**src/bcc_pkg.sv**
```systemverilog
/*
 brake chopper control package: voltage classes, threshold ranges,
 overvoltage limits and sample timing.
 assumes voltages are carried in units of 0.1 V, 16 bits wide.
*/
package bcc_pkg;
   localparam int VW = 16;
   // voltage classes, lowest to highest
   typedef enum logic [3:0] {
      BCC_CLASS_A = 4'h1,
      BCC_CLASS_B = 4'h2,
      BCC_CLASS_C = 4'h4,
      BCC_CLASS_D = 4'h8
   } bcc_class_t;
   // threshold limits and defaults, 0.1 V units
   localparam logic [15:0] BCC_MIN_A = 16'h08CA; // 225.0 V
   localparam logic [15:0] BCC_MAX_A = 16'h2710; // 1000.0 V
   localparam logic [15:0] BCC_DEF_A = 16'h0F3C; // 390.0 V
   localparam logic [15:0] BCC_MIN_B = 16'h109A; // 425.0 V
   localparam logic [15:0] BCC_MAX_B = 16'h4E20; // 2000.0 V
   localparam logic [15:0] BCC_DEF_B = 16'h1E78; // 780.0 V
   localparam logic [15:0] BCC_MIN_C = 16'h157C; // 550.0 V
   localparam logic [15:0] BCC_MAX_C = 16'h4E20; // 2000.0 V
   localparam logic [15:0] BCC_DEF_C = 16'h2260; // 880.0 V
   localparam logic [15:0] BCC_MIN_D = 16'h1C52; // 725.0 V
   localparam logic [15:0] BCC_MAX_D = 16'h4E20; // 2000.0 V
   localparam logic [15:0] BCC_DEF_D = 16'h2E18; // 1180.0 V
   // overvoltage fault limits
   localparam logic [15:0] BCC_OV_A = 16'h0FA0; // 400 V
   localparam logic [15:0] BCC_OV_B = 16'h1F40; // 800 V
   localparam logic [15:0] BCC_OV_C = 16'h2328; // 900 V
   localparam logic [15:0] BCC_OV_D = 16'h2EE0; // 1200 V
   // timing
   localparam int BCC_CLK_HZ = 10_000_000;
   localparam int BCC_SAMPLE_NS = 125_000;
   localparam int BCC_SAMPLE_CYC =
      BCC_SAMPLE_NS / (1_000_000_000 / BCC_CLK_HZ);
   // fault codes
   localparam logic [15:0] BCC_F_OV = 16'h0700;
   localparam logic [15:0] BCC_F_START = 16'h0705;
   localparam logic [15:0] BCC_F_NONE = 16'h0000;
endpackage

```
**src/bcc_sample_timer.sv**
```systemverilog
/*
 sample tick generator: one-cycle pulse every period cycles.
 assumes a free-running clock and asynchronous active-low reset.
*/
`timescale 1ns/1ps
module bcc_sample_timer #(
   parameter int PERIOD = 1250
) (
   input wire logic clk,
   input wire logic rst_n,
   output logic tick
);
   localparam int CW = $clog2(PERIOD);
   localparam logic [CW-1:0] LAST = CW'(PERIOD - 1);
   logic [CW-1:0] cnt_q;

   always_ff @(posedge clk or negedge rst_n) begin
      if (!rst_n) begin
         cnt_q <= '0;
      end else if (cnt_q == LAST) begin
         cnt_q <= '0;
      end else begin
         cnt_q <= cnt_q + CW'(1);
      end
   end

   always_ff @(posedge clk or negedge rst_n) begin
      if (!rst_n) begin
         tick <= 1'b0;
      end else begin
         tick <= (cnt_q == LAST);
      end
   end
endmodule

```
**src/bcc_brake_chopper.sv**
```systemverilog
/*
 brake chopper control: samples dc-link voltage against the switch-on
 threshold, drives the chopper with minimum on-time, checks the
 threshold range and raises overvoltage and start-time faults.
 assumes dc_link_v, mains_dc_v and the threshold are synchronous, in
 0.1 V units; class_sel is static while running.
*/
// Function
// - chopper on when dc-link voltage above the switch-on threshold.
// - lowest class threshold range 225.0 to 1000.0 V, default 390.0 V.
// - second class threshold range 425.0 to 2000.0 V, default 780.0 V.
// - third class threshold range 550.0 to 2000.0 V, default 880.0 V.
// - highest class threshold range 725.0 to 2000.0 V, default 1180.0 V.
// - threshold above maximum admissible voltage keeps chopper off.
// - start with threshold below mains dc voltage raises start fault.
// - dc-link voltage above class overvoltage limit raises fault.
// - overvoltage limits are 400, 800, 900 and 1200 V per class.
// - compare once per 125 us, decision changes only at samples; the code also forces the chopper off between samples when disabled.
// - once triggered, chopper stays on for at least 125 us; the code ends it early when the threshold exceeds max_dc_v.
`timescale 1ns/1ps
module bcc_brake_chopper
   import bcc_pkg::*;
#(
   parameter int SAMPLE_CYC = BCC_SAMPLE_CYC
) (
   input wire logic clk,
   input wire logic rst_n,
   input wire bcc_class_t class_sel,
   input wire logic [VW-1:0] dc_link_v,
   input wire logic [VW-1:0] mains_dc_v,
   input wire logic [VW-1:0] max_dc_v,
   input wire logic thr_wr,
   input wire logic [VW-1:0] thr_wdata,
   input wire logic start_cmd,
   input wire logic fault_clr,
   output logic chopper_on,
   output logic [VW-1:0] chopper_switch_on_voltage,
   output logic thr_rejected,
   output logic chopper_disabled,
   output logic fault_active,
   output logic [VW-1:0] fault_code
);
   logic tick;
   logic [VW-1:0] thr_min, thr_max, thr_def, ov_lim;
   logic thr_in_range;
   logic above;
   logic init_q;

   bcc_sample_timer #(.PERIOD(SAMPLE_CYC)) u_timer (
      .clk(clk),
      .rst_n(rst_n),
      .tick(tick)
   );

   // per-class range, default and overvoltage limit
   always_comb begin
      case (class_sel)
         BCC_CLASS_B: begin
            thr_min = BCC_MIN_B;
            thr_max = BCC_MAX_B;
            thr_def = BCC_DEF_B;
            ov_lim = BCC_OV_B;
         end
         BCC_CLASS_C: begin
            thr_min = BCC_MIN_C;
            thr_max = BCC_MAX_C;
            thr_def = BCC_DEF_C;
            ov_lim = BCC_OV_C;
         end
         BCC_CLASS_D: begin
            thr_min = BCC_MIN_D;
            thr_max = BCC_MAX_D;
            thr_def = BCC_DEF_D;
            ov_lim = BCC_OV_D;
         end
         default: begin
            thr_min = BCC_MIN_A;
            thr_max = BCC_MAX_A;
            thr_def = BCC_DEF_A;
            ov_lim = BCC_OV_A;
         end
      endcase
   end

   assign thr_in_range = (thr_wdata >= thr_min) && (thr_wdata <= thr_max);
   assign above = dc_link_v > chopper_switch_on_voltage;

   // threshold storage: class default loaded once after reset release
   always_ff @(posedge clk or negedge rst_n) begin
      if (!rst_n) begin
         init_q <= 1'b0;
         chopper_switch_on_voltage <= BCC_DEF_A;
         thr_rejected <= 1'b0;
      end else if (!init_q) begin
         init_q <= 1'b1;
         chopper_switch_on_voltage <= thr_def;
         thr_rejected <= 1'b0;
      end else if (thr_wr) begin
         if (thr_in_range) begin
            chopper_switch_on_voltage <= thr_wdata;
         end
         thr_rejected <= !thr_in_range;
      end
   end

   // threshold above admissible maximum disables chopper
   always_ff @(posedge clk or negedge rst_n) begin
      if (!rst_n) begin
         chopper_disabled <= 1'b0;
      end else begin
         chopper_disabled <= chopper_switch_on_voltage > max_dc_v;
      end
   end

   // chopper decided at sample ticks, but forced off in any cycle when disabled; each on-decision lasts at
   // least one full sample period unless disabled, because it is held until next tick
   always_ff @(posedge clk or negedge rst_n) begin
      if (!rst_n) begin
         chopper_on <= 1'b0;
      end else if (chopper_disabled ||
                   chopper_switch_on_voltage > max_dc_v) begin
         chopper_on <= 1'b0;
      end else if (tick) begin
         chopper_on <= above;
      end
   end

   // faults: overvoltage wins over start fault; set wins over clear
   always_ff @(posedge clk or negedge rst_n) begin
      if (!rst_n) begin
         fault_active <= 1'b0;
         fault_code <= BCC_F_NONE;
      end else if (dc_link_v > ov_lim) begin
         fault_active <= 1'b1;
         fault_code <= BCC_F_OV;
      end else if (start_cmd && chopper_switch_on_voltage < mains_dc_v) begin
         fault_active <= 1'b1;
         fault_code <= BCC_F_START;
      end else if (fault_clr) begin
         fault_active <= 1'b0;
         fault_code <= BCC_F_NONE;
      end
   end

   // cycles the chopper has been on, saturating at one sample period
   localparam int OCW = $clog2(SAMPLE_CYC + 1);
   logic [OCW-1:0] on_cnt_q;
   always_ff @(posedge clk or negedge rst_n) begin
      if (!rst_n) begin
         on_cnt_q <= '0;
      end else if (!chopper_on) begin
         on_cnt_q <= '0;
      end else if (on_cnt_q != OCW'(SAMPLE_CYC)) begin
         on_cnt_q <= on_cnt_q + OCW'(1);
      end
   end
endmodule

```
**config.mk**
```make
export PLATFORM = sky130hd
export DESIGN_NAME = bcc_brake_chopper
export DESIGN_NICKNAME = d
export VERILOG_FILES = /design/src/bcc_pkg.sv /design/src/bcc_sample_timer.sv /design/src/bcc_brake_chopper.sv
export SDC_FILE = /design/constraint.sdc
export NUM_CORES = 1
export LEC_CHECK = 0
export ABC_CLOCK_PERIOD_IN_PS = 2000
export BUFFER_PORTS_ARGS = -buffer_cell sky130_fd_sc_hd__buf_2
export CAP_MARGIN = 20
export CELL_PAD_IN_SITES_DETAIL_PLACEMENT = 0
export CELL_PAD_IN_SITES_GLOBAL_PLACEMENT = 1
export CORE_UTILIZATION = 35
export CTS_CLUSTER_DIAMETER = 30
export DETAILED_ROUTE_END_ITERATION = 12
export HOLD_SLACK_MARGIN = 0.15
export PLACE_DENSITY_LB_ADDON = 0.1
export RECOVER_POWER = 25
export SKIP_LAST_GASP = 1
export SLEW_MARGIN = 10
export SYNTH_ARGS = -nofsm -noshare
export SYNTH_HDL_FRONTEND = slang
export SYNTH_HIERARCHICAL = 1
export SYNTH_SLANG_ARGS = --single-unit
```
**constraint.sdc**
```tcl
create_clock -name clk -period 2 [get_ports clk]
set_input_delay 0.2 -clock clk [delete_from_list [all_inputs] [get_ports clk]]
set_output_delay 0.2 -clock clk [all_outputs]
set_load 0.02 [all_outputs]
```
* After elaboration in Yosys (flattened, before gate mapping)
Index checks and enable logic that the tools add are counted.
** Word-level totals
- Word-level logic and storage cells :: 48
- Output and inout bits :: 36
- Register bits :: 49
** Operators by class
- Equality and inequality tests :: 6
- Magnitude comparators :: 6
- Mux-type cells :: 18
- Add/sub/neg operators :: 1
- Reduce and logical (&&, ||, !) cells :: 8
** Operator list (count)
- two-way mux 16 bit :: 6
- case mux 14 bit (3 select lines) :: 2
- greater-than comparator 16 bit :: 3
- case mux 13 bit (3 select lines) :: 1
- greater-or-equal comparator 16 bit :: 1
- less-or-equal comparator 16 bit :: 1
- < comparator 16 bit :: 1
- two-way mux 15 bit :: 1
- adder 11 x 1 -> 11 bit (second input constant) :: 1
- == test 11 bit (second input constant) :: 1
- two-way mux 11 bit :: 1
- two-way mux 1 bit :: 7
- == test 4 x 2 -> 1 bit (second input constant) :: 1
- == test 4 x 3 -> 1 bit (second input constant) :: 1
- == test 4 bit (second input constant) :: 1
- inequality test 2 bit (second input constant) :: 2
- nonzero test 3 bit :: 1
- OR reduction 3 bit :: 1
- logical AND 1 bit :: 2
- AND reduction 2 bit :: 1
- nonzero test 2 bit :: 1
- logical NOT 1 bit :: 1
- logical OR 1 bit :: 1

* Logic depth before layout (Yosys ltp)
- Depth in word-level cells :: 8
- Gate-level depth with buffers :: 15

* By module
Netlist, hierarchy kept.
** By module, submodules not included
- bcc_brake_chopper :: times used 1, area each 2940.3 um^2, cells each 342
- bcc_sample_timer :: times used 1, area each 559.3 um^2, cells each 49

* Worst setup path after synthesis
Ideal clock, no wire load.
- Path kind :: input to register
- Start point :: input class_sel[3]
- End point :: register chopper_switch_on_voltage[6]
- Path buffers :: 2
- Library setup time :: 137 ps
- Stages :: 14
- Arrival :: 2739 ps
- Data required time :: 1863 ps
- Slack :: -876 ps
- Cell sequence :: nor4b_1 > inv_1 > nand2b_1 > nor2_1 > ha_1 > inv_1 > nor4b_1 > mux2i_1 > a21oi_1 > a21oi_1 > buf_6 > buf_12 > mux2i_1 > a21oi_1
** Between the ends
- Cells in the longest elaborated chain, start to end :: 7
** RTL lines
- start, declared :: line bcc_brake_chopper.sv:28 : input wire bcc_class_t class_sel,
- == test 4 bit, or another cell as far along :: line bcc_brake_chopper.sv:57 : case (class_sel)
- OR reduction 3 bit (no source line)
- two-way mux 15 bit :: line bcc_brake_chopper.sv:57
- less-or-equal comparator 16 bit :: line bcc_brake_chopper.sv:85 : assign thr_in_range = (thr_wdata >= thr_min) && (thr_wdata <= thr_max);
- logical AND 1 bit :: line bcc_brake_chopper.sv:85
- inequality test 2 bit (no source line)
- AND reduction 2 bit (no source line)
- end signal, assigned :: line bcc_brake_chopper.sv:96 : chopper_switch_on_voltage <= thr_def;
- end signal, assigned :: line bcc_brake_chopper.sv:100 : chopper_switch_on_voltage <= thr_wdata;
- end, declared :: line bcc_brake_chopper.sv:37 : output logic [VW-1:0] chopper_switch_on_voltage,
Several ways; a longest one is shown, not always the timed one.
A chain may end at the register's enable or synchronous reset.

* Final worst setup path
- Start point :: input class_sel[0]
- End point :: register chopper_switch_on_voltage[1]
** Between the ends
- Cells in the longest elaborated chain, start to end :: 7
** RTL lines (line)
- == test 4 bit, or another cell as far along :: bcc_brake_chopper.sv:57
- OR reduction 3 bit (no source line)
- two-way mux 15 bit :: bcc_brake_chopper.sv:57
- less-or-equal comparator 16 bit :: bcc_brake_chopper.sv:85
- logical AND 1 bit * :: bcc_brake_chopper.sv:85
- inequality test 2 bit (no source line) *
- AND reduction 2 bit (no source line) *
Mark *: on every way between the ends. The rest lies on a longest branch, timed or not.

==> impl_results.md <==
* Failing checks: setup timing
* I/O pin count at ~110
* Wire length of the first global-routing pass at about 16000 um
* DR vias/cell at around 4.9
* Area contributors post-synth: ha_1 (27%), dfrtp_1 (19%), inv_1 (6.3%)
* Ys Warns at 6
* Final worst setup slack at -0.258 ns
* Worst VDD drop at 0.000240 V
* Setup crit end kind: flop
* Clk slew on worst S/H paths at 0.07 ns
* Netlist Area Pre-Place at between 3000 and 4000 um2
* Routed WL per cell at 15.8 um
* Layout cells sized above 1 at 0.380
* PwrDens at about 440 nW/um2
* Initial drt markers at between 100 and 150
* CP Data Required Time at roughly 2.2 ns
* Synth cell types at 54
* CTS Buf Count at 5
* Fmax at between 400 and 500 MHz
* Post-Syn Instances at between 300 and 400
* I/O Buffers at a little under 100
* ANT cells at 0
* CTS sink cnt at 34
* Endpoints failing setup at 19
* Vias in the first global route at about 3.1k
* Post-Layout Cell Count at roughly 670
* Yosys reg bits at 34
* Layout area overhead at 40.7%
* Tmin final at approximately 2.3 ns
* Post-synthesis async set-or-reset flop share at 1.00
* Clk buf depth at 2
* Worst Setup Start Kind: input pin
* Initial antenna violation count at 0
* Core area at just under 10000 um2
* Clk_lat worst skew at between 0.2 and 0.3 ns
* Post-DRT Antenna Nets at 0
* Sequential element share of the synthesized area at 0.246
* Worst setup path category: input pin to flop
* DR vias at ~3.3k
* Syn avg cell area at a little under 9 um2
* H-tree Lvls at 2
* Critical Path Fanout Max at 5
* Top_reg_cell synth: dfrtp_1
* Final Skew at 0.00590 ns
* Final wirelength at around 11000 um
* Die H at between 100 and 150 um
* Total grt overflow at 0
* Status: finished, violations left
* Final Core Density at 0.506
* Post-synth EDFFs at 0
* GRT Total Usage at 0.202
* Synth top area share at 0.268
* Fin. max-slew vios at 0
* Final Hold Viols at 0
* DR pass1 iterations at 4
* Cell taking the most area after synthesis: ha_1
* Total placed cells including tap cells at roughly 650
* CTS tree: done
* RePlAce Congestion at 0.847
* R2R setup slack at roughly 0.020 ns
* Die area at 10400 um2
* Final net count at 681
* Drc violations at 0
* Row cnt at 36
* Worst-margin pin slew at 0.884 ns
* Static leakage at 0.00254 uW
* Unrepaired setup endpoints after global routing: true
* Slew HR at 0.411
* Pin count of the biggest net entering global routing at 35
* Initial Utilization at 0.360
* Hold Path Class: input pin to flop
* Cell with the most instances after synthesis: ha_1
* Clock root buffer master: clkbuf_8
* Crit path arrival time at between 2 and 2.5 ns
* Maxcap violations at 0
* Leading cell types by count after synthesis: ha_1 (75), inv_1 (59), a21oi_1 (32)
* Crit share post-route at 1.13
* Die Span X at between 100 and 150 um
* Hpwl dp at ~8300 um
==> kinds of logic after synthesis <==
| logic type | after synthesis | share of synthesized area |
|---|---|---|
| simple gates | 99 | 0.171 |
| compound gates | 82 | 0.148 |
| buf+inv | 78 | 0.107 |
| fa+ha+maj | 75 | 0.268 |
| flops | 34 | 0.246 |
| mux | 16 | 0.0458 |
| xor+xnor | 5 | 0.0125 |
| other cells | 2 | 0.00215 |
==> through the flow <==
stage / worst slack, ns / area (um2) / TNS (ns) / power [uW] / hold WS, ns
floorplan: -0.416 / 3660 / -5.73 / 1240 / -0.0956
global placement: -0.539 / 4440 / -9.49 / 1540 / 0.327
detailed placement: -0.593 / 4440 / -10.26 / 1560 / 0.328
CTS: -0.248 / 4770 / -3.49 / 2170 / 0.202
global route: -0.382 / 4920 / -5.99 / 2350 / 0.208
finish: -0.258 / 4920 / -3.88 / 2190 / 0.209
==> final cells by class <==
type | count | area, um2
multi-input combinational | 289 | 2660
inverter | 59 | 224
clock inverter | 1 | 5.00
sequential | 34 | 861
tap | 133 | 166
fill | 967 | 4810
clock buffer | 7 | 86.3
timing repair buffer | 144 | 917
==> final timing paths <==
path / from / end / cells past startpoint
max: class_sel[0] / chopper_switch_on_voltage[1]$_DFFE_PN0P_ / 12
min: fault_clr / fault_code[2]$_DFFE_PN0P_ / 3
max reg2reg: chopper_switch_on_voltage[5]$_DFFE_PN1P_ / fault_code[2]$_DFFE_PN0P_ / 9
min reg2reg: u_timer/cnt_q[0]$_DFF_PN0_ / u_timer/cnt_q[0]$_DFF_PN0_ / 1
max in group asynchronous: rst_n / chopper_switch_on_voltage[13]$_DFFE_PN0P_ / 2
min in group asynchronous: rst_n / u_timer/cnt_q[6]$_DFF_PN0_ / 2
==> timing repair <==
action                                  4_1_cts  5_1_grt
buffers inserted                              4        7
cloned                                        2        1
endpoints found under the setup margin       21       21
gates resized for setup                      28       29
pin swaps                                     1       20
endpoints found under the hold margin        26        0
hold buffers                                  1        0
==> where the power goes <==
group          internal [uW]  switching (uW)
Combinational            419             466
Sequential               731            35.8
Clock                    278             259
Total                   1430             761
==> cells in the final DEF (no fill, tap or decap), types with 5 or more instances in the layout <==
| master | instances |
|---|---|
| buf_2 | 85 |
| ha_1 | 63 |
| inv_1 | 54 |
| buf_4 | 37 |
| a21oi_1 | 26 |
| dfrtp_1 | 26 |
| nand4_1 | 16 |
| a21o_1 | 16 |
| mux2i_1 | 16 |
| nor2_1 | 12 |
| ha_4 | 12 |
| conb_1 | 12 |
| nand2_1 | 10 |
| o21ai_0 | 9 |
| clkbuf_1 | 9 |
| dfstp_2 | 8 |
| nor2b_1 | 7 |
| buf_6 | 7 |
| nand2b_1 | 6 |
| a21oi_2 | 6 |
| clkbuf_8 | 6 |
| nand3_1 | 5 |
==> registers in the layout, summed over array words and instances, names as in the netlist <==
| name | cells |
|---|---|
| u_timer/cnt_q | 11 |
| chopper_switch_on_voltage | 16 |
| thr_rejected | 1 |
| init_q | 1 |
| u_timer/tick | 1 |
| chopper_disabled | 1 |
| fault_code | 2 |
| chopper_on | 1 |
==> critical path, stage by stage <==
cell and delay, ns:
buf_12 0.11, nor4b_4 0.28, nand2b_4 0.22, nor2_2 0.07
ha_1 0.30, nand4_1 0.13, nor3_2 0.23, nand4_1 0.17
a21oi_4 0.22, buf_2 0.24, mux2i_1 0.19, and2_1 0.13
==> layer usage <==
metal,GRT usage,wire [um],vias up
met1,0.292,5190,1543
met2,0.326,4870,91
li1,-,-,1657
met4,0.0297,49,0
met5,0,0,-
met3,0.0287,440,5
No activity file was read; power rests on OpenSTA's default activity.
